`config.mk`:
```
export PLATFORM = sky130hd
export DESIGN_NAME = can_rx_header
export DESIGN_NICKNAME = d
export VERILOG_FILES = /design/src/design/can_rx_header_pkg.sv /design/src/design/rxhdr_load_if.sv /design/src/design/rxhdr_frame_capture.sv /design/src/design/rxhdr_read_port.sv /design/src/design/can_rx_header.sv
export VERILOG_INCLUDE_DIRS = /design/src /design/src/design
export SDC_FILE = /design/constraint.sdc
export NUM_CORES = 1
export LEC_CHECK = 0
export BUFFER_PORTS_ARGS = -buffer_cell sky130_fd_sc_hd__buf_2
export CORE_UTILIZATION = 35
export CTS_BUF_LIST = sky130_fd_sc_hd__clkbuf_16
export CTS_CLUSTER_SIZE = 20
export DETAILED_ROUTE_END_ITERATION = 6
export GPL_ROUTABILITY_DRIVEN = 1
export PLACE_DENSITY = 0.51
export SLEW_MARGIN = 30
export SYNTH_ARGS = -nofsm -noshare
export SYNTH_HDL_FRONTEND = slang
export SYNTH_SLANG_ARGS = --single-unit
```
`constraint.sdc`:
```
create_clock -name mclk -period 1.7 [get_ports mclk]
set_clock_uncertainty 0.1 [all_clocks]
set_input_delay 0.51 -clock mclk [delete_from_list [all_inputs] [get_ports mclk]]
set_output_delay 0.51 -clock mclk [all_outputs]
set_load 0.005 [all_outputs]
```
`src/design/can_rx_header_cfg.svh`:
```
// Overview of operation
// - id high byte holds id bits 10..3 standard, or 28..21 extended.
// - id low bits 7..5 hold id bits 2..0 standard, or 20..18 extended.
// - id low bit 4 reads the received substitute remote flag on extended frames.
// - id low bit 3 set for an extended frame, cleared for standard.
// - id low bits 1..0 hold id 17..16; ext high holds id 15..8.
// - ext low byte holds extended id bits 7..0, msb in bit 7.
// - id low bit 2 and length bit 7 always read zero.
// - length bit 6 reads 1 for a remote request frame, else 0.
// - length bits 5..4 are the reserved control bits and read zero.
// - length bits 3..0 hold the length code; above 1000 is invalid.
`ifndef CAN_RX_HEADER_CFG_SVH
`define CAN_RX_HEADER_CFG_SVH

`define REG_ID_HIGH      3'h0
`define REG_ID_LOW       3'h1
`define REG_EXT_HIGH     3'h2
`define REG_EXT_LOW      3'h3
`define REG_LEN_CTL      3'h4

`define LOW_SUBREM_BIT   4
`define LOW_EXT_BIT      3
`define LEN_REMOTE_BIT   6

`define LOW_WR_MASK      8'hfb
`define LEN_WR_MASK      8'h4f
`define FULL_WR_MASK     8'hff

`define HDR_RESET_BYTE   8'h00
`define MAX_LENGTH_CODE  4'h8

`endif

```
`src/design/can_rx_header_pkg.sv`:
```
package can_rx_header_pkg;

	typedef logic [7:0] hdr_byte_t;

	typedef struct packed {
		hdr_byte_t idHigh;
		hdr_byte_t idLow;
		hdr_byte_t extHigh;
		hdr_byte_t extLow;
		hdr_byte_t lenCtl;
	} header_bytes_t;

	typedef logic [2:0] reg_addr_t;

endpackage : can_rx_header_pkg

```
`src/design/rxhdr_load_if.sv`:
```
`timescale 1ns/1ps
`default_nettype none

interface rxhdr_load_if;
	import can_rx_header_pkg::*;

	logic          load;
	header_bytes_t bytes;

	modport source (output load, output bytes);
	modport sink   (input load, input bytes);

endinterface : rxhdr_load_if

`default_nettype wire

```
`src/design/rxhdr_frame_capture.sv`:
```
`timescale 1ns/1ps
`default_nettype none
`include "can_rx_header_cfg.svh"

module rxhdr_frame_capture (
	// clock and reset
	input  wire logic                  mclk,
	input  wire logic                  rst_b,
	// accepted frame from the bus side
	input  wire logic                  frameLoad,
	input  wire logic                  frameExtended,
	input  wire logic                  frameRemote,
	input  wire logic                  frameSubRemote,
	input  wire logic [28:0]           frameId,
	input  wire logic [3:0]            frameLengthCode,
	// packed header toward storage
	rxhdr_load_if.source               ld
);
	import can_rx_header_pkg::*;

	logic          next_load;
	header_bytes_t next_bytes;

	always_comb
	begin
		next_load = frameLoad;
		next_bytes = '0;
		if (frameExtended)
		begin
			next_bytes.idHigh = frameId[28:21];
			next_bytes.idLow[7:5] = frameId[20:18];
			next_bytes.idLow[1:0] = frameId[17:16];
			next_bytes.extHigh = frameId[15:8];
			next_bytes.extLow = frameId[7:0];
			next_bytes.idLow[`LOW_SUBREM_BIT] = frameSubRemote;
		end
		else
		begin
			next_bytes.idHigh = frameId[10:3];
			next_bytes.idLow[7:5] = frameId[2:0];
		end
		next_bytes.idLow[`LOW_EXT_BIT] = frameExtended;
		next_bytes.lenCtl[`LEN_REMOTE_BIT] = frameRemote;
		next_bytes.lenCtl[3:0] = frameLengthCode;
		// reserved control bits of the frame are dropped here
	end

	always_ff @(posedge mclk or negedge rst_b)
	begin
		if (!rst_b)
		begin
			ld.load <= 1'b0;
			ld.bytes <= '0;
		end
		else
		begin
			ld.load <= next_load;
			ld.bytes <= next_bytes;
		end
	end

endmodule : rxhdr_frame_capture

`default_nettype wire

```
`src/design/rxhdr_read_port.sv`:
```
`timescale 1ns/1ps
`default_nettype none
`include "can_rx_header_cfg.svh"

module rxhdr_read_port (
	// clock and reset
	input  wire logic                        mclk,
	input  wire logic                        rst_b,
	// read request
	input  wire logic                        regRd,
	input  wire can_rx_header_pkg::reg_addr_t regAddr,
	input  wire can_rx_header_pkg::header_bytes_t hdr,
	// read answer, one cycle later
	output logic [7:0]                       regRdData
);
	import can_rx_header_pkg::*;

	logic [7:0] next_regRdData;

	function automatic logic [7:0] pick(input reg_addr_t a, input header_bytes_t h);
		case (a)
			`REG_ID_HIGH:  pick = h.idHigh;
			`REG_ID_LOW:   pick = h.idLow;
			`REG_EXT_HIGH: pick = h.extHigh;
			`REG_EXT_LOW:  pick = h.extLow;
			`REG_LEN_CTL:  pick = h.lenCtl;
			default:       pick = 8'h00;
		endcase
	endfunction : pick

	always_comb
	begin
		// data held only for the cycle after the strobe
		next_regRdData = regRd ? pick(regAddr, hdr) : 8'h00;
	end

	always_ff @(posedge mclk or negedge rst_b)
	begin
		if (!rst_b)
			regRdData <= 8'h00;
		else
			regRdData <= next_regRdData;
	end

endmodule : rxhdr_read_port

`default_nettype wire

```
`src/design/can_rx_header.sv`:
```
// The implementer's own choices: the register offsets and strobed register access.
`timescale 1ns/1ps
`default_nettype none
`include "can_rx_header_cfg.svh"

module can_rx_header (
	// clock and reset
	input  wire logic                        mclk,
	input  wire logic                        rst_b,
	// register port
	input  wire can_rx_header_pkg::reg_addr_t regAddr,
	input  wire logic [7:0]                  regWrData,
	input  wire logic                        regWr,
	input  wire logic                        regRd,
	output logic [7:0]                       regRdData,
	// accepted frame from the bus side
	input  wire logic                        frameLoad,
	input  wire logic                        frameExtended,
	input  wire logic                        frameRemote,
	input  wire logic                        frameSubRemote,
	input  wire logic [28:0]                 frameId,
	input  wire logic [3:0]                  frameLengthCode,
	// header status
	output logic                             headerLoaded,
	output logic [3:0]                       dataByteCount,
	output logic                             lengthInvalid
);
	import can_rx_header_pkg::*;

	rxhdr_load_if ld ();

	header_bytes_t hdr;
	header_bytes_t next_hdr;
	logic          next_headerLoaded;
	logic [3:0]    next_dataByteCount;
	logic          next_lengthInvalid;

	// codes above eight are kept as written but flagged; count clamps to 0
	function automatic logic codeBad(input logic [3:0] code);
		codeBad = (code > `MAX_LENGTH_CODE);
	endfunction : codeBad

	rxhdr_frame_capture u_capture (
		.mclk            (mclk),
		.rst_b           (rst_b),
		.frameLoad       (frameLoad),
		.frameExtended   (frameExtended),
		.frameRemote     (frameRemote),
		.frameSubRemote  (frameSubRemote),
		.frameId         (frameId),
		.frameLengthCode (frameLengthCode),
		.ld              (ld.source)
	);

	always_comb
	begin
		next_hdr = hdr;
		if (ld.load)
			// whole header at once; a same-cycle software write is lost
			next_hdr = ld.bytes;
		else if (regWr)
		begin
			case (regAddr)
				`REG_ID_HIGH:  next_hdr.idHigh = regWrData & `FULL_WR_MASK;
				`REG_ID_LOW:   next_hdr.idLow = regWrData & `LOW_WR_MASK;
				`REG_EXT_HIGH: next_hdr.extHigh = regWrData & `FULL_WR_MASK;
				`REG_EXT_LOW:  next_hdr.extLow = regWrData & `FULL_WR_MASK;
				`REG_LEN_CTL:  next_hdr.lenCtl = regWrData & `LEN_WR_MASK;
				default:       next_hdr = hdr;
			endcase
		end
		next_headerLoaded = ld.load;
		next_lengthInvalid = codeBad(next_hdr.lenCtl[3:0]);
		next_dataByteCount = next_lengthInvalid ? 4'h0 : next_hdr.lenCtl[3:0];
	end

	// contents are undefined to software; zero only so outputs are defined
	always_ff @(posedge mclk or negedge rst_b)
	begin
		if (!rst_b)
		begin
			hdr <= {5{`HDR_RESET_BYTE}};
			headerLoaded <= 1'b0;
			dataByteCount <= 4'h0;
			lengthInvalid <= 1'b0;
		end
		else
		begin
			hdr <= next_hdr;
			headerLoaded <= next_headerLoaded;
			dataByteCount <= next_dataByteCount;
			lengthInvalid <= next_lengthInvalid;
		end
	end

	rxhdr_read_port u_read (
		.mclk      (mclk),
		.rst_b     (rst_b),
		.regRd     (regRd),
		.regAddr   (regAddr),
		.hdr       (hdr),
		.regRdData (regRdData)
	);

	// frame to storage takes two edges: capture, then store
	chk_std_high_byte: assert property (@(posedge mclk) disable iff (!rst_b)
		frameLoad && !frameExtended |-> ##2 hdr.idHigh == $past(frameId[10:3], 2))
		else $error("standard id high byte wrong");

	chk_ext_high_byte: assert property (@(posedge mclk) disable iff (!rst_b)
		frameLoad && frameExtended |-> ##2 hdr.idHigh == $past(frameId[28:21], 2))
		else $error("extended id top byte wrong");

	chk_low_top_bits: assert property (@(posedge mclk) disable iff (!rst_b)
		frameLoad |-> ##2 hdr.idLow[7:5] ==
			($past(frameExtended, 2) ? $past(frameId[20:18], 2) : $past(frameId[2:0], 2)))
		else $error("id low bits 7..5 wrong");

	chk_subst_remote: assert property (@(posedge mclk) disable iff (!rst_b)
		frameLoad |-> ##2 hdr.idLow[`LOW_SUBREM_BIT] == ($past(frameSubRemote, 2)
			&& $past(frameExtended, 2)))
		else $error("substitute remote bit wrong");

	chk_ext_flag: assert property (@(posedge mclk) disable iff (!rst_b)
		frameLoad |-> ##2 hdr.idLow[`LOW_EXT_BIT] == $past(frameExtended, 2))
		else $error("extended flag wrong");

	chk_mid_id_bits: assert property (@(posedge mclk) disable iff (!rst_b)
		frameLoad && frameExtended |-> ##2 hdr.idLow[1:0] == $past(frameId[17:16], 2)
			&& hdr.extHigh == $past(frameId[15:8], 2))
		else $error("extended mid bits wrong");

	chk_ext_low_byte: assert property (@(posedge mclk) disable iff (!rst_b)
		frameLoad && frameExtended |-> ##2 hdr.extLow == $past(frameId[7:0], 2))
		else $error("extended low byte wrong");

	chk_unimpl_zero: assert property (@(posedge mclk) disable iff (!rst_b)
		regRd && (regAddr == `REG_ID_LOW || regAddr == `REG_LEN_CTL)
			|=> regRdData[2] == 1'b0 || $past(regAddr) == `REG_LEN_CTL)
		else $error("unimplemented id low bit read as one");

	chk_len_top_zero: assert property (@(posedge mclk) disable iff (!rst_b)
		regRd && regAddr == `REG_LEN_CTL |=> regRdData[7] == 1'b0)
		else $error("length bit 7 read as one");

	chk_remote_flag: assert property (@(posedge mclk) disable iff (!rst_b)
		frameLoad |-> ##2 hdr.lenCtl[`LEN_REMOTE_BIT] == $past(frameRemote, 2))
		else $error("remote request bit wrong");

	chk_reserved_zero: assert property (@(posedge mclk) disable iff (!rst_b)
		regWr && regAddr == `REG_LEN_CTL ##1 regRd && regAddr == `REG_LEN_CTL
			|=> regRdData[5:4] == 2'b00)
		else $error("reserved control bits read nonzero");

	chk_length_code: assert property (@(posedge mclk) disable iff (!rst_b)
		frameLoad |-> ##2 hdr.lenCtl[3:0] == $past(frameLengthCode, 2)
			##1 lengthInvalid == (hdr.lenCtl[3:0] > 4'h8) || $changed(hdr))
		else $error("length code or invalid flag wrong");

	chk_write_back: assert property (@(posedge mclk) disable iff (!rst_b)
		regWr && regAddr == `REG_EXT_LOW && !ld.load ##1 regRd
			&& regAddr == `REG_EXT_LOW && !ld.load |=> regRdData == $past(regWrData, 2))
		else $error("written byte not read back");

	chk_atomic_load: assert property (@(posedge mclk) disable iff (!rst_b)
		ld.load |=> hdr == $past(ld.bytes) && headerLoaded)
		else $error("header not loaded as one unit");

	cov_std_frame: cover property (@(posedge mclk) disable iff (!rst_b)
		frameLoad && !frameExtended ##2 headerLoaded);

	cov_ext_remote: cover property (@(posedge mclk) disable iff (!rst_b)
		frameLoad && frameExtended && frameRemote ##2 headerLoaded);

	cov_bad_length: cover property (@(posedge mclk) disable iff (!rst_b)
		lengthInvalid);

	cov_write_read: cover property (@(posedge mclk) disable iff (!rst_b)
		regWr ##1 regRd);

endmodule : can_rx_header

`default_nettype wire

```
### Word level (Yosys, flattened, before mapping)

Index checks and enable logic that the tools add are counted.

| storage, ports and cells | value |
|---|---|
| input bits | 52 |
| register bits after elaboration | 91 |
| logic and storage cells | 46 |
| output and inout port bits | 14 |

| cells by class | value |
|---|---|
| $lt $le $gt $ge | 1 |
| multiplexer cells | 13 |
| equal/unequal tests | 4 |
| reductions and logical operators | 12 |

Operators by type and width:

| kind | number |
|---|---|
| 2-to-1 mux 40 bit | 2 |
| 2-to-1 mux 8 bit | 6 |
| one-hot mux 8 bit (5 select lines) | 1 |
| 2-to-1 mux 18 bit | 1 |
| nonzero test 2 bit | 6 |
| 2-to-1 mux 11 bit | 1 |
| AND reduction 2 bit | 5 |
| equality test 3 x 2 -> 1 bit (second input constant) | 2 |
| greater-than comparator 4 bit (second input constant) | 1 |
| 2-to-1 mux 4 bit | 1 |
| equality test 3 x 1 -> 1 bit (second input constant) | 1 |
| equality test 3 bit (second input constant) | 1 |
| logical NOT 3 bit | 1 |
| 2-to-1 mux 1 bit | 1 |

### Depth between registers and ports, before layout

Gate-level depths: netlist (run 1).

| depth | value |
|---|---|
| word-level depth | 6 |
| depth in mapped cells | 7 |
| mapped depth without buffers | 4 |

### Cells and area by module

Synthesis (run 1) repeated with hierarchy kept, for this count alone.

| second synthesis, totals | value |
|---|---|
| cell total of the unflattened synthesis | 385 |
| area, all modules | 4045.1 sq um |

Modules (own cells, without submodules):

| module | cells an instance | sequential area each (sq um) | instances | area an instance (sq um) |
|---|---|---|---|---|
| can_rx_header | 233 | 1151.1 | 1 | 2094.5 |
| rxhdr_frame_capture | 75 | 925.9 | 1 | 1267.5 |
| rxhdr_read_port | 77 | 200.2 | 1 | 683.2 |

### Worst setup path after synthesis (run 1)

OpenSTA, ideal clock, no wires.

| timing | value |
|---|---|
| kind | input to register |
| from | in regAddr[1] |
| to | reg lengthInvalid |
| required time | 1.474 ns |
| path buffers | 2 |
| stages on the path | 6 |
| slack | -0.222 ns |
| setup time | 0.126 ns |
| data arrival time | 1.696 ns |
| cell sequence | buf_4 > nor4bb_4 > buf_6 > mux2i_1 > o21ai_2 > o31a_2 |

RTL lines:

| element | RTL line | text |
|---|---|---|
| start: declaration | can_rx_header.sv:11 | `input wire can_rx_header_pkg::reg_addr_t regAddr,` |
| end signal: assignment | can_rx_header.sv:92 | `lengthInvalid <= next_lengthInvalid;` |
| end: declaration | can_rx_header.sv:26 | `output logic lengthInvalid` |

==> metrics.yaml, run 1 <==
status: "completed"
pin_count: 66
io_buffers: 65
ir_drop_mv: 0.544
drv_slew: 0
fin_util_pct: 46.6
first_iter_violations: 88
cp.arrival_ns: 1.78
cts.path.max_buffers: 2
drive_gt1_share_pct: 35.2
holdCritPathClass: "input port to register"
maxCapViolations: 0
max_freq_ghz: 0.599
r2r_cells: 3
initial_core_util_pct: 36.6
syn_to_final_growth_pct: 27.1
cts.sinks: 87
worst_pin_slew_ns: 0.392
setup_ws_ns: 0.0315
synth_seq_cells: 87
rr_endpoint: "u_read.regRdData[6]$_DFF_PN0_"
slowest_delay_ns: 0.36
netlist_instances: 295
cts_root_buf: "clkbuf_16"
min_period_over_period_pct: 98.1
min_period_ns: 1.67
hold_depth: 1
required_ns: 1.81
grt_pass1_wl_um: 13300
relSlewSlack_pct: 73.9
wl_per_cell_um: 15.1
drt_first_pass_iters: 4
fp.dieW_um: 104
cts_tree: "done"
grt_max_degree: 65
hold_viol: 0
h-tree-depth: 3
synthDistinctLibCells: 31
path_class: "input port to register"
vias: 2419
rsz0062_at_grt: "yes"
ant_nets: 0
die_area_mm2: 0.0108
powerDensity_mw_per_mm2: 1050
r2r-start: "hdr[30]$_DFFE_PN0P_"
diodes: 0
post_cts_buffers: 0
cp_slowest_cell: "o31a_2"
syn_nets: 347
clk-insertion-delay-late_ns: 0.33
viasPerCell: 4.69
fin_area_mm2: 0.00463
row_count: 36
drc: 0
cp-start-kind: "input port"
routed_wl_um: 7790
path_clk_slew_ns: 0.06
overflow: 0
end_kind: "register"
cp_top_family: "compound AO/OA/AOI/OAI gates"
synth_seq_area_share_pct: 59.7
ys_warn_count: 0
syn_avg_cell_area_um2: 12.4
hold_end: "u_capture.ld.bytes[0]$_DFF_PN0_"
min-delay-start: "frameLengthCode[0]"
syn_area_mm2: 0.00365
gp_congestion: 0.749
cts_buffers: 9
fin_tns_setup_ns: 0
p_leak_nw: 2.15
die_h_um: 104
pre_cts_slack_ns: -0.305
r2r_setup_slack_ns: 0.37
grt_pass1_vias: 2573
nets: 430
path_max_fanout: 4
grt.total_usage_pct: 16.0
worst-path-buf-inv: 2
coreArea_mm2: 0.00995
antenna_found_initial: 0
setup_viol: 0
cp_cell_sequence: "buf_8 -> nor4bb_4 -> buf_4 -> mux2i_2 -> o21ai_2 -> o31a_2"
dpl_cell_area_mm2: 0.00428
setup.worst_path.start: "regAddr[0]"
dp_hpwl_um: 5550
## metrics by stage
stage               hold WS (ns)  total power (W)  std cells
global route               0.172          0.00510        516
CTS                        0.172          0.00493        516
floorplan                  0.114          0.00260        295
detailed placement         0.327          0.00286        499
finish                     0.184          0.00487        516
global placement           0.326          0.00285        499
## cell usage after synthesis
cell type / n / area share [%]
dfrtp_1: 87 / 60
nand2_1: 40 / 4.1
mux2i_1: 37 / 10
o21ai_0: 32 / 4.4
and2_1: 22 / 3.8
mux2_2: 17 / 5.3
clkbuf_1: 8 / 0.82
a21oi_1: 6 / 0.82
a22oi_1: 6 / 1.2
buf_2: 4 / 0.55
buf_4: 4 / 0.82
nor2b_1: 4 / 0.69
a32oi_1: 3 / 0.72
nand3_1: 3 / 0.41
o21ai_2: 3 / 0.72
buf_1: 2 / 0.21
buf_6: 2 / 0.62
o21ai_1: 2 / 0.27
a21boi_0: 1 / 0.21
and3b_1: 1 / 0.24
mux4_1: 1 / 0.72
nand2b_1: 1 / 0.17
nand3_2: 1 / 0.27
nor2_1: 1 / 0.10
nor3_4: 1 / 0.45
nor3b_4: 1 / 0.51
nor4b_2: 1 / 0.41
nor4bb_4: 1 / 0.69
o21a_1: 1 / 0.21
o21ai_4: 1 / 0.45
o31a_2: 1 / 0.27
## flip-flops by register name, summed over array words and instances, names as in the netlist
register,count
u_read.regRdData,8
u_capture.ld.load,1
u_capture.ld.bytes,36
lengthInvalid,1
dataByteCount,4
hdr,36
headerLoaded,1
## cells in the final DEF (no fill, tap or decap), types with 2 or more instances in the layout
master,count
bufinv_16,2
a21oi_1,6
a32oi_1,3
buf_4,23
clkinv_4,2
o21ai_1,2
nand3_1,3
clkbuf_16,9
buf_2,61
nor2b_1,4
mux2i_1,34
buf_6,2
nand2_1,40
o21ai_2,3
clkinv_1,2
and2_1,22
o21ai_0,32
a22oi_1,6
dfrtp_1,86
buf_12,4
mux2_2,17
mux2i_2,3
## worst reg2reg max path: cells and delay by family (launching register included)
kind | cells | cell delay (ns)
muxes | 1 | 0.55
DFF | 1 | 0.39
and+or+nand+nor | 1 | 0.10
AOI/OAI and AO/OA | 1 | 0.08
## routing by layer
layer	global-route usage, %	wire [um]	vias up
met5	0	0	-
met4	6.43	99	0
met3	2.88	281	9
met2	23.9	3360	71
met1	22.9	4050	1156
li1	-	-	1183
## final cells by class
type,count,area [um2]
sequential,87,2180
clock buffer,9,225
clock inverter,7,88.8
multi-input combinational,188,1370
tap,133,166
timing repair buffer,92,606
fill,946,5320
## where the power goes
| group | total (W) | switching [W] | internal, W |
|---|---|---|---|
| combinational | 0.000524 | 0.000265 | 0.000259 |
| sequential | 0.00230 | 0.0000721 | 0.00223 |
| clock | 0.00205 | 0.000772 | 0.00128 |
## worst max path at each step
stage	endpoint	slack, ns	cells after the start
floorplan	lengthInvalid$_DFF_PN0_	-0.20	6
global placement	lengthInvalid$_DFF_PN0_	-0.25	6
detailed placement	lengthInvalid$_DFF_PN0_	-0.30	6
CTS	lengthInvalid$_DFF_PN0_	0.03	6
global route	lengthInvalid$_DFF_PN0_	-0.03	6
finish	lengthInvalid$_DFF_PN0_	0.03	6
## logic make-up (layout without fill, tap and decap cells)
logic type	Yosys count	count (layout)	synth area share, %
AOI/OAI and AO/OA	56	56	9.30
buffers and inverters	20	108	3.02
DFF	87	87	59.7
muxes	55	55	16.1
and+or+nand+nor	77	77	11.8
## timing repair
action / in CTS / in global routing
resized for setup: 0 / 8
setup endpoints to repair: 0 / 1
hold buffers: 1 / 0
endpoints found under the hold margin: 18 / 0
Note: power is estimated with default switching activity, not from simulation.
==> run 2: changes to the inputs <==
--- a/config.mk
+++ b/config.mk
@@ -12,8 +12,10 @@
 export CTS_CLUSTER_SIZE = 20
 export DETAILED_ROUTE_END_ITERATION = 6
 export GPL_ROUTABILITY_DRIVEN = 1
+export GPL_TIMING_DRIVEN = 0
 export PLACE_DENSITY = 0.51
 export SLEW_MARGIN = 30
 export SYNTH_ARGS = -nofsm -noshare
 export SYNTH_HDL_FRONTEND = slang
+export SYNTH_HIERARCHICAL = 1
 export SYNTH_SLANG_ARGS = --single-unit
==> run 2 against run 1 <==
Against the previous run: area after synthesis rose by 11%; wire length rose by 30%; clock power fell by 7%.
==> metrics.yaml, run 2 <==
yosysMostFrequentCell: "dfrtp_1"  # unchanged
p_int_w: 0.00370  # was 0.00376 W
synthTopCellsByArea: "dfrtp_1, nand2_1, a21oi_1, mux2_4, mux2i_1"  # was dfrtp_1, mux2i_1, mux2_2, o21ai_0, nand2_1
coreArea_mm2: 0.0110  # was 0.00995 mm2
ys_warn_count: 6  # was 0
ir_drop_mv: 0.430  # was 0.544 mV
wl_per_cell_um: 16.7  # was 15.1 um
nets: 518  # was 430
ys_top_cells_by_count: "dfrtp_1, nand2_1, a21oi_1"  # was dfrtp_1, nand2_1, mux2i_1
yosys.area.top_type: "dfrtp_1"  # unchanged
drive_gt1_share_pct: 28.9  # was 35.2%
diodes: 0  # unchanged
synth_seq_area_share_pct: 56.3  # was 59.7%
slowest_delay_ns: 0.31  # was 0.36 ns
holdCritPathClass: "input port to register"  # unchanged
die_area_mm2: 0.0120  # was 0.0108 mm2
worst_pin_slew_ns: 0.569  # was 0.392 ns
synth_edf_count: 0  # unchanged
row_count: 38  # was 36
cp_cell_sequence: "buf_2 -> buf_2 -> clkbuf_4 -> mux2i_1 -> o32ai_1 -> o21a_1"  # was buf_8 -> nor4bb_4 -> buf_4 -> mux2i_2 -> o21ai_2 -> o31a_2
routed_wl_um: 10200  # was 7790 um
cts.path.max_buffers: 2  # unchanged
worst_path_most_repeated_cell: "buf_2"
rsz0062_at_grt: "no"  # was yes
h-tree-depth: 3  # unchanged
setup.worst_path.start: "regAddr[0]"  # unchanged
drc: 0  # unchanged
cts_root_buf: "clkbuf_16"  # unchanged
relSlewSlack_pct: 62.0  # was 73.9%
pwr-share-comb_pct: 12.1  # was 10.8%
ys_dominant_reg_cell: "dfrtp_1"  # unchanged
clk-insertion-delay-late_ns: 0.35  # was 0.33 ns
maxCapViolations: 0  # unchanged
switchingPower_w: 0.00120  # was 0.00111 W
path_max_fanout: 10  # was 4
cp_slowest_cell: "mux2i_1"  # was o31a_2
path_class: "input port to register"  # unchanged
first_iter_violations: 155  # was 88
synth_seq_cells: 91  # was 87
max_flop_register: "hdr"
largest_reg_flops: 40
cts.sinks: 91  # was 87
die_h_um: 110  # was 104 um
ant_nets: 0  # unchanged
grt_pass1_wl_um: 16300  # was 13,300 um
overflow: 0  # unchanged
cp-start-kind: "input port"  # unchanged
worst-path-buf-inv: 3  # was 2
largestRegisters: "hdr (40), u_capture/ld.bytes (36), u_read/regRdData (8)"  # was hdr (36), u_capture.ld.bytes (36), u_read.regRdData (8)
min_period_over_period_pct: 97.1  # was 98.1%
mostFrequentLayoutCells: "dfrtp_1, buf_2, nand2_1"  # unchanged
clock_power_share_pct: 38.8  # was 42.1%
synth_top_area_share_pct: 56.3  # was 59.7%
end_kind: "register"  # unchanged
netlist_instances: 385  # was 295
path_clk_slew_ns: 0.06  # about the same
async_reset_ff_share_pct: 100  # unchanged
syn_avg_cell_area_um2: 10.5  # was 12.4 um2
setup_viol: 0  # unchanged
synthDistinctLibCells: 35  # was 31
pin_count: 66  # unchanged
initial_core_util_pct: 36.7  # was 36.6%
fp.dieW_um: 110  # was 104 um
syn_to_final_growth_pct: 21.8  # was 27.1%
drv_slew: 0  # unchanged
vias: 2967  # was 2,419
p_sw_share_pct: 24.5  # was 22.8%
required_ns: 1.83  # was 1.81 ns
r2r-start: "u_capture/ld.load$_DFF_PN0_"  # was hdr[30]$_DFFE_PN0P_
cp_top_family: "buffers and inverters"  # was compound AO/OA/AOI/OAI gates
grt_pass1_vias: 2968  # was 2,573
gp_congestion: 0.836  # was 0.749
drt_first_pass_iters: 4  # unchanged
final_common_cell: "dfrtp_1"  # unchanged
grt_max_degree: 65  # unchanged
status: "completed"  # unchanged
cts_buffers: 9  # unchanged
p_leak_nw: 2.30  # was 2.15 nW
dp_hpwl_um: 7330  # was 5550 um
cp.arrival_ns: 1.78  # about the same
hold_viol: 0  # unchanged
cts_tree: "done"  # unchanged
antenna_found_initial: 0  # unchanged
hold-worst-slack_ns: 0.167  # was 0.184 ns
syn_area_mm2: 0.00405  # was 0.00365 mm2
powerDensity_mw_per_mm2: 994  # was 1050 mW/mm2
min-delay-start: "frameRemote"  # was frameLengthCode[0]
seq_power_share_pct: 49.1  # was 47.2%
io_buffers: 65  # unchanged
min_period_ns: 1.65  # was 1.67 ns
fin_tns_setup_ns: 0  # unchanged
viasPerCell: 4.86  # was 4.69
max_freq_ghz: 0.606  # was 0.599 GHz
grt.total_usage_pct: 18.9  # was 16.0%
run 2: cell types whose count changed after synthesis, moves of 6 or more:
cell / before / now
inv_1: 0 / 8
a21oi_1: 6 / 37
o21ai_0: 32 / 26
o32ai_1: 0 / 7
mux2_4: 0 / 11
mux2_2: 17 / 0
nor2_1: 1 / 30
o21a_1: 1 / 8
mux2i_1: 37 / 13
o21ai_1: 2 / 9
buf_2: 4 / 13
a22oi_1: 6 / 0
nand2_1: 40 / 52
nand3b_1: 0 / 16
run 2: routing by layer:
layer,GRT usage [%],part of all wire [%],up-vias,wire length (um)
met5,0,0,-,0
met3,3.91,5.4,15,546
met4,6.67,1.5,0,149
met1,26.6,47,1408,4750
met2,28.9,46,85,4720
li1,-,-,1459,-
run 2: cell type report:
type | instances | area [um2]
plain buffers | 31 | 201
clock buffers | 9 | 225
clock inverters | 6 | 50.0
fillers | 1074 | 6100
inverters | 8 | 30.0
multi-input cells | 257 | 1590
flip-flops and latches | 91 | 2280
well taps | 140 | 175
repair buffers | 68 | 379
run 2: worst paths after layout:
check | endpoint | slack (ns) | cells after the start
setup / recovery | u_read/regRdData[4]$_DFF_PN0_ | 0.05 | 6
hold / removal | u_capture/ld.bytes[6]$_DFF_PN0_ | 0.17 | 1
setup reg to reg | hdr[9]$_DFFE_PN0P_ | 0.12 | 4
hold reg to reg | hdr[13]$_DFFE_PN0P_ | 0.35 | 2
max in group asynchronous | hdr[17]$_DFFE_PN0P_ | 0.42 | 3
min in group asynchronous | dataByteCount[3]$_DFF_PN0_ | 0.49 | 2
run 2: what timing repair did:
action / in CTS / in global routing
setup endpoints to repair: 34 / 20
setup buffers: 1 / 0
gates resized for setup: 4 / 4
pin swaps: 1 / 0
gates cloned: 0 / 0
hold buffers: 1 / 0
endpoints found under the hold margin: 27 / 0
run 2: kinds of logic after synthesis:
family	Yosys count	synth area share, %
buf+inv	40	5.35
simple gates	132	16.7
flops	91	56.3
compound gates	97	14.3
mux	24	7.30
other cells	1	0.0927
run 2: through the flow:
step	area [um2]	cells	power, W	utilization (%)	setup WS [ns]
finish	4930	610	0.00490	44.7	0.0501
global route	4930	610	0.00512	44.7	0.0115
CTS	4920	611	0.00494	44.6	0.0161
detailed placement	4630	594	0.00304	41.9	-0.372
global placement	4590	593	0.00302	41.6	-0.834
floorplan	4090	388	0.00277	-	0.000471
run 2: power groups by stage:
stage / Combinational, W / Sequential (W) / Clock, W
3_3_place_gp: 0.000577 / 0.00245 / 0
4_1_cts: 0.000601 / 0.00241 / 0.00194
6_report: 0.000592 / 0.00240 / 0.00190
2_1_floorplan: 0.000345 / 0.00243 / 0
3_5_place_dp: 0.000594 / 0.00245 / 0
5_1_grt: 0.000669 / 0.00242 / 0.00203
==> run 3: changes to the inputs <==
--- a/config.mk
+++ b/config.mk
@@ -8,7 +8,7 @@
 export LEC_CHECK = 0
 export BUFFER_PORTS_ARGS = -buffer_cell sky130_fd_sc_hd__buf_2
 export CORE_UTILIZATION = 35
-export CTS_BUF_LIST = sky130_fd_sc_hd__clkbuf_16
+export CTS_BUF_LIST = sky130_fd_sc_hd__clkbuf_4
 export CTS_CLUSTER_SIZE = 20
 export DETAILED_ROUTE_END_ITERATION = 6
 export GPL_ROUTABILITY_DRIVEN = 1
==> run 3 against run 2 <==
Against the previous run: design area decreased by 2.9%; hold slack got worse by 0.098 ns; sequential share of layout area up 1.4 points; total power fell by 15%; wire length shrank 0.75%; utilization is 1.3 points lower; global-route usage decreased by 0.13 points; sequential power about the same; maximum frequency is 3.2% higher; count of clock-buffer cells in the layout grew 2; clock power fell by 39%; critical path type unchanged; critical endpoint unchanged.
==> metrics.yaml, run 3 (synthesis results as in run 2) <==
vias: 2957  # was 2,967
status: "completed"  # unchanged
cts.path.max_buffers: 2  # unchanged
cts_buffers: 9  # unchanged
first_iter_violations: 169  # was 155
grt_pass1_wl_um: 16200  # was 16,300 um
holdCritPathClass: "input port to register"  # unchanged
die_area_mm2: 0.0120  # unchanged
drive_gt1_share_pct: 29.4  # was 28.9%
hold_depth: 1  # unchanged
coreArea_mm2: 0.0110  # unchanged
nets: 520  # was 518
maxCapViolations: 0  # unchanged
cts_root_buf: "clkbuf_4"  # was clkbuf_16
path_clk_slew_ns: 0.12  # was 0.06 ns
path_class: "input port to register"  # unchanged
cp.arrival_ns: 1.83  # was 1.78 ns
syn_to_final_growth_pct: 18.2  # was 21.8%
drv_slew: 0  # unchanged
path_max_fanout: 10  # unchanged
grt_pass1_vias: 2979  # was 2,968
worst_pin_slew_ns: 0.558  # was 0.569 ns
grt.total_usage_pct: 18.8  # was 18.9%
diodes: 0  # unchanged
ant_nets: 0  # unchanged
max_freq_ghz: 0.626  # was 0.606 GHz
min_period_ns: 1.60  # was 1.65 ns
final_common_cell: "dfrtp_1"  # unchanged
routed_wl_um: 10100  # was 10,200 um
h-tree-depth: 3  # unchanged
p_leak_nw: 2.23  # was 2.30 nW
r2r_setup_slack_ns: 0.19  # was 0.12 ns
antenna_found_initial: 0  # unchanged
regArea_mm2: 0.00228  # about the same
p_total_w: 0.00414  # was 0.00490 W
r2r_cells: 4  # unchanged
end_kind: "register"  # unchanged
r2r-start: "u_capture/ld.load$_DFF_PN0_"  # unchanged
required_ns: 1.93  # was 1.83 ns
max_flop_register: "hdr"  # unchanged
min_period_over_period_pct: 94.0  # was 97.1%
largest_reg_flops: 40  # unchanged
die_h_um: 110  # unchanged
nFillCells: 1088  # was 1,074
dp_hpwl_um: 7330  # unchanged
setup_viol: 0  # unchanged
clk-insertion-delay-late_ns: 0.44  # was 0.35 ns
fp.dieW_um: 110  # unchanged
dpl_cell_area_mm2: 0.00463  # unchanged
hold_end: "u_capture/ld.bytes[6]$_DFF_PN0_"  # unchanged
pin_count: 66  # unchanged
cts.sinks: 91  # unchanged
fin_area_mm2: 0.00478  # was 0.00493 mm2
grt_max_degree: 65  # unchanged
multiInputGateArea_mm2: 0.00159  # unchanged
ir_drop_mv: 0.459  # was 0.430 mV
mostFrequentLayoutCells: "dfrtp_1, buf_2, nand2_1"  # unchanged
rsz0062_at_grt: "no"  # unchanged
rr_endpoint: "hdr[9]$_DFFE_PN0P_"  # unchanged
overflow: 0  # unchanged
min-delay-start: "frameRemote"  # unchanged
viasPerCell: 4.83  # was 4.86
powerDensity_mw_per_mm2: 866  # was 994 mW/mm2
largestRegisters: "hdr (40), u_capture/ld.bytes (36), u_read/regRdData (8)"  # unchanged
io_buffers: 65  # unchanged
gp_congestion: 0.836  # unchanged
hold_viol: 0  # unchanged
drc: 0  # unchanged
cp-start-kind: "input port"  # unchanged
wl_per_cell_um: 16.5  # was 16.7 um
drt_first_pass_iters: 4  # unchanged
row_count: 38  # unchanged
relSlewSlack_pct: 62.8  # was 62.0%
initial_core_util_pct: 36.7  # unchanged
cts_tree: "done"  # unchanged
-- run 3: worst max-delay path: stages --
cell	delay, ns
buf_2	0.17
buf_2	0.20
buf_2	0.30
mux2i_1	0.33
o32ai_1	0.13
o21a_1	0.19
-- run 3: per-stage QoR --
step           utilization (%)  setup slack, ns  hold slack (ns)  TNS [ns]  instances
5_1_grt                   43.4           0.0183           0.0446         0        612
3_5_place_dp              41.9           -0.372            0.296    -11.85        594
6_report                  43.4            0.101           0.0690         0        612
4_1_cts                   43.2          0.00147           0.0447         0        610
2_1_floorplan                -         0.000471            0.114         0        388
3_3_place_gp              41.6           -0.834            0.342    -86.91        593
-- run 3: worst max path at each step --
stage / start / to
4_1_cts: u_capture/ld.load$_DFF_PN0_ / hdr[17]$_DFFE_PN0P_
5_1_grt: regAddr[2] / hdr[29]$_DFFE_PN0P_
2_1_floorplan: regAddr[2] / hdr[37]$_DFFE_PN0P_
6_report: regAddr[0] / u_read/regRdData[4]$_DFF_PN0_
3_5_place_dp: regAddr[2] / hdr[29]$_DFFE_PN0P_
3_3_place_gp: rst_b / u_capture/ld.bytes[11]$_DFF_PN0_
-- run 3: final cells by class --
class | count | share of cell area (%)
well taps | 140 | 3.66
flip-flops and latches | 91 | 47.6
multi-input cells | 257 | 33.2
repair buffers | 69 | 8.03
clock inverters | 4 | 0.889
plain buffers | 32 | 4.21
inverters | 8 | 0.628
clock buffers | 11 | 1.73
-- run 3: routing by layer --
layer  GRT usage (%)  routed length, um
met1            26.4               4820
met2            28.4               4620
met3            3.08                435
met4            8.57                210
met5               0                  0
-- run 3: timing repair --
| action | CTS | global route |
|---|---|---|
| pin swaps | 0 | 1 |
| endpoints found under the setup margin | 37 | 17 |
| endpoints found under the hold margin | 27 | 0 |
| hold buffers | 1 | 0 |
| resized for setup | 3 | 2 |
| setup buffers | 0 | 2 |
-- run 3: report_power, final --
| group | internal, W | switching (W) |
|---|---|---|
| registers | 0.00232 | 0.0000780 |
| clock network | 0.000464 | 0.000686 |
| logic | 0.000265 | 0.000326 |
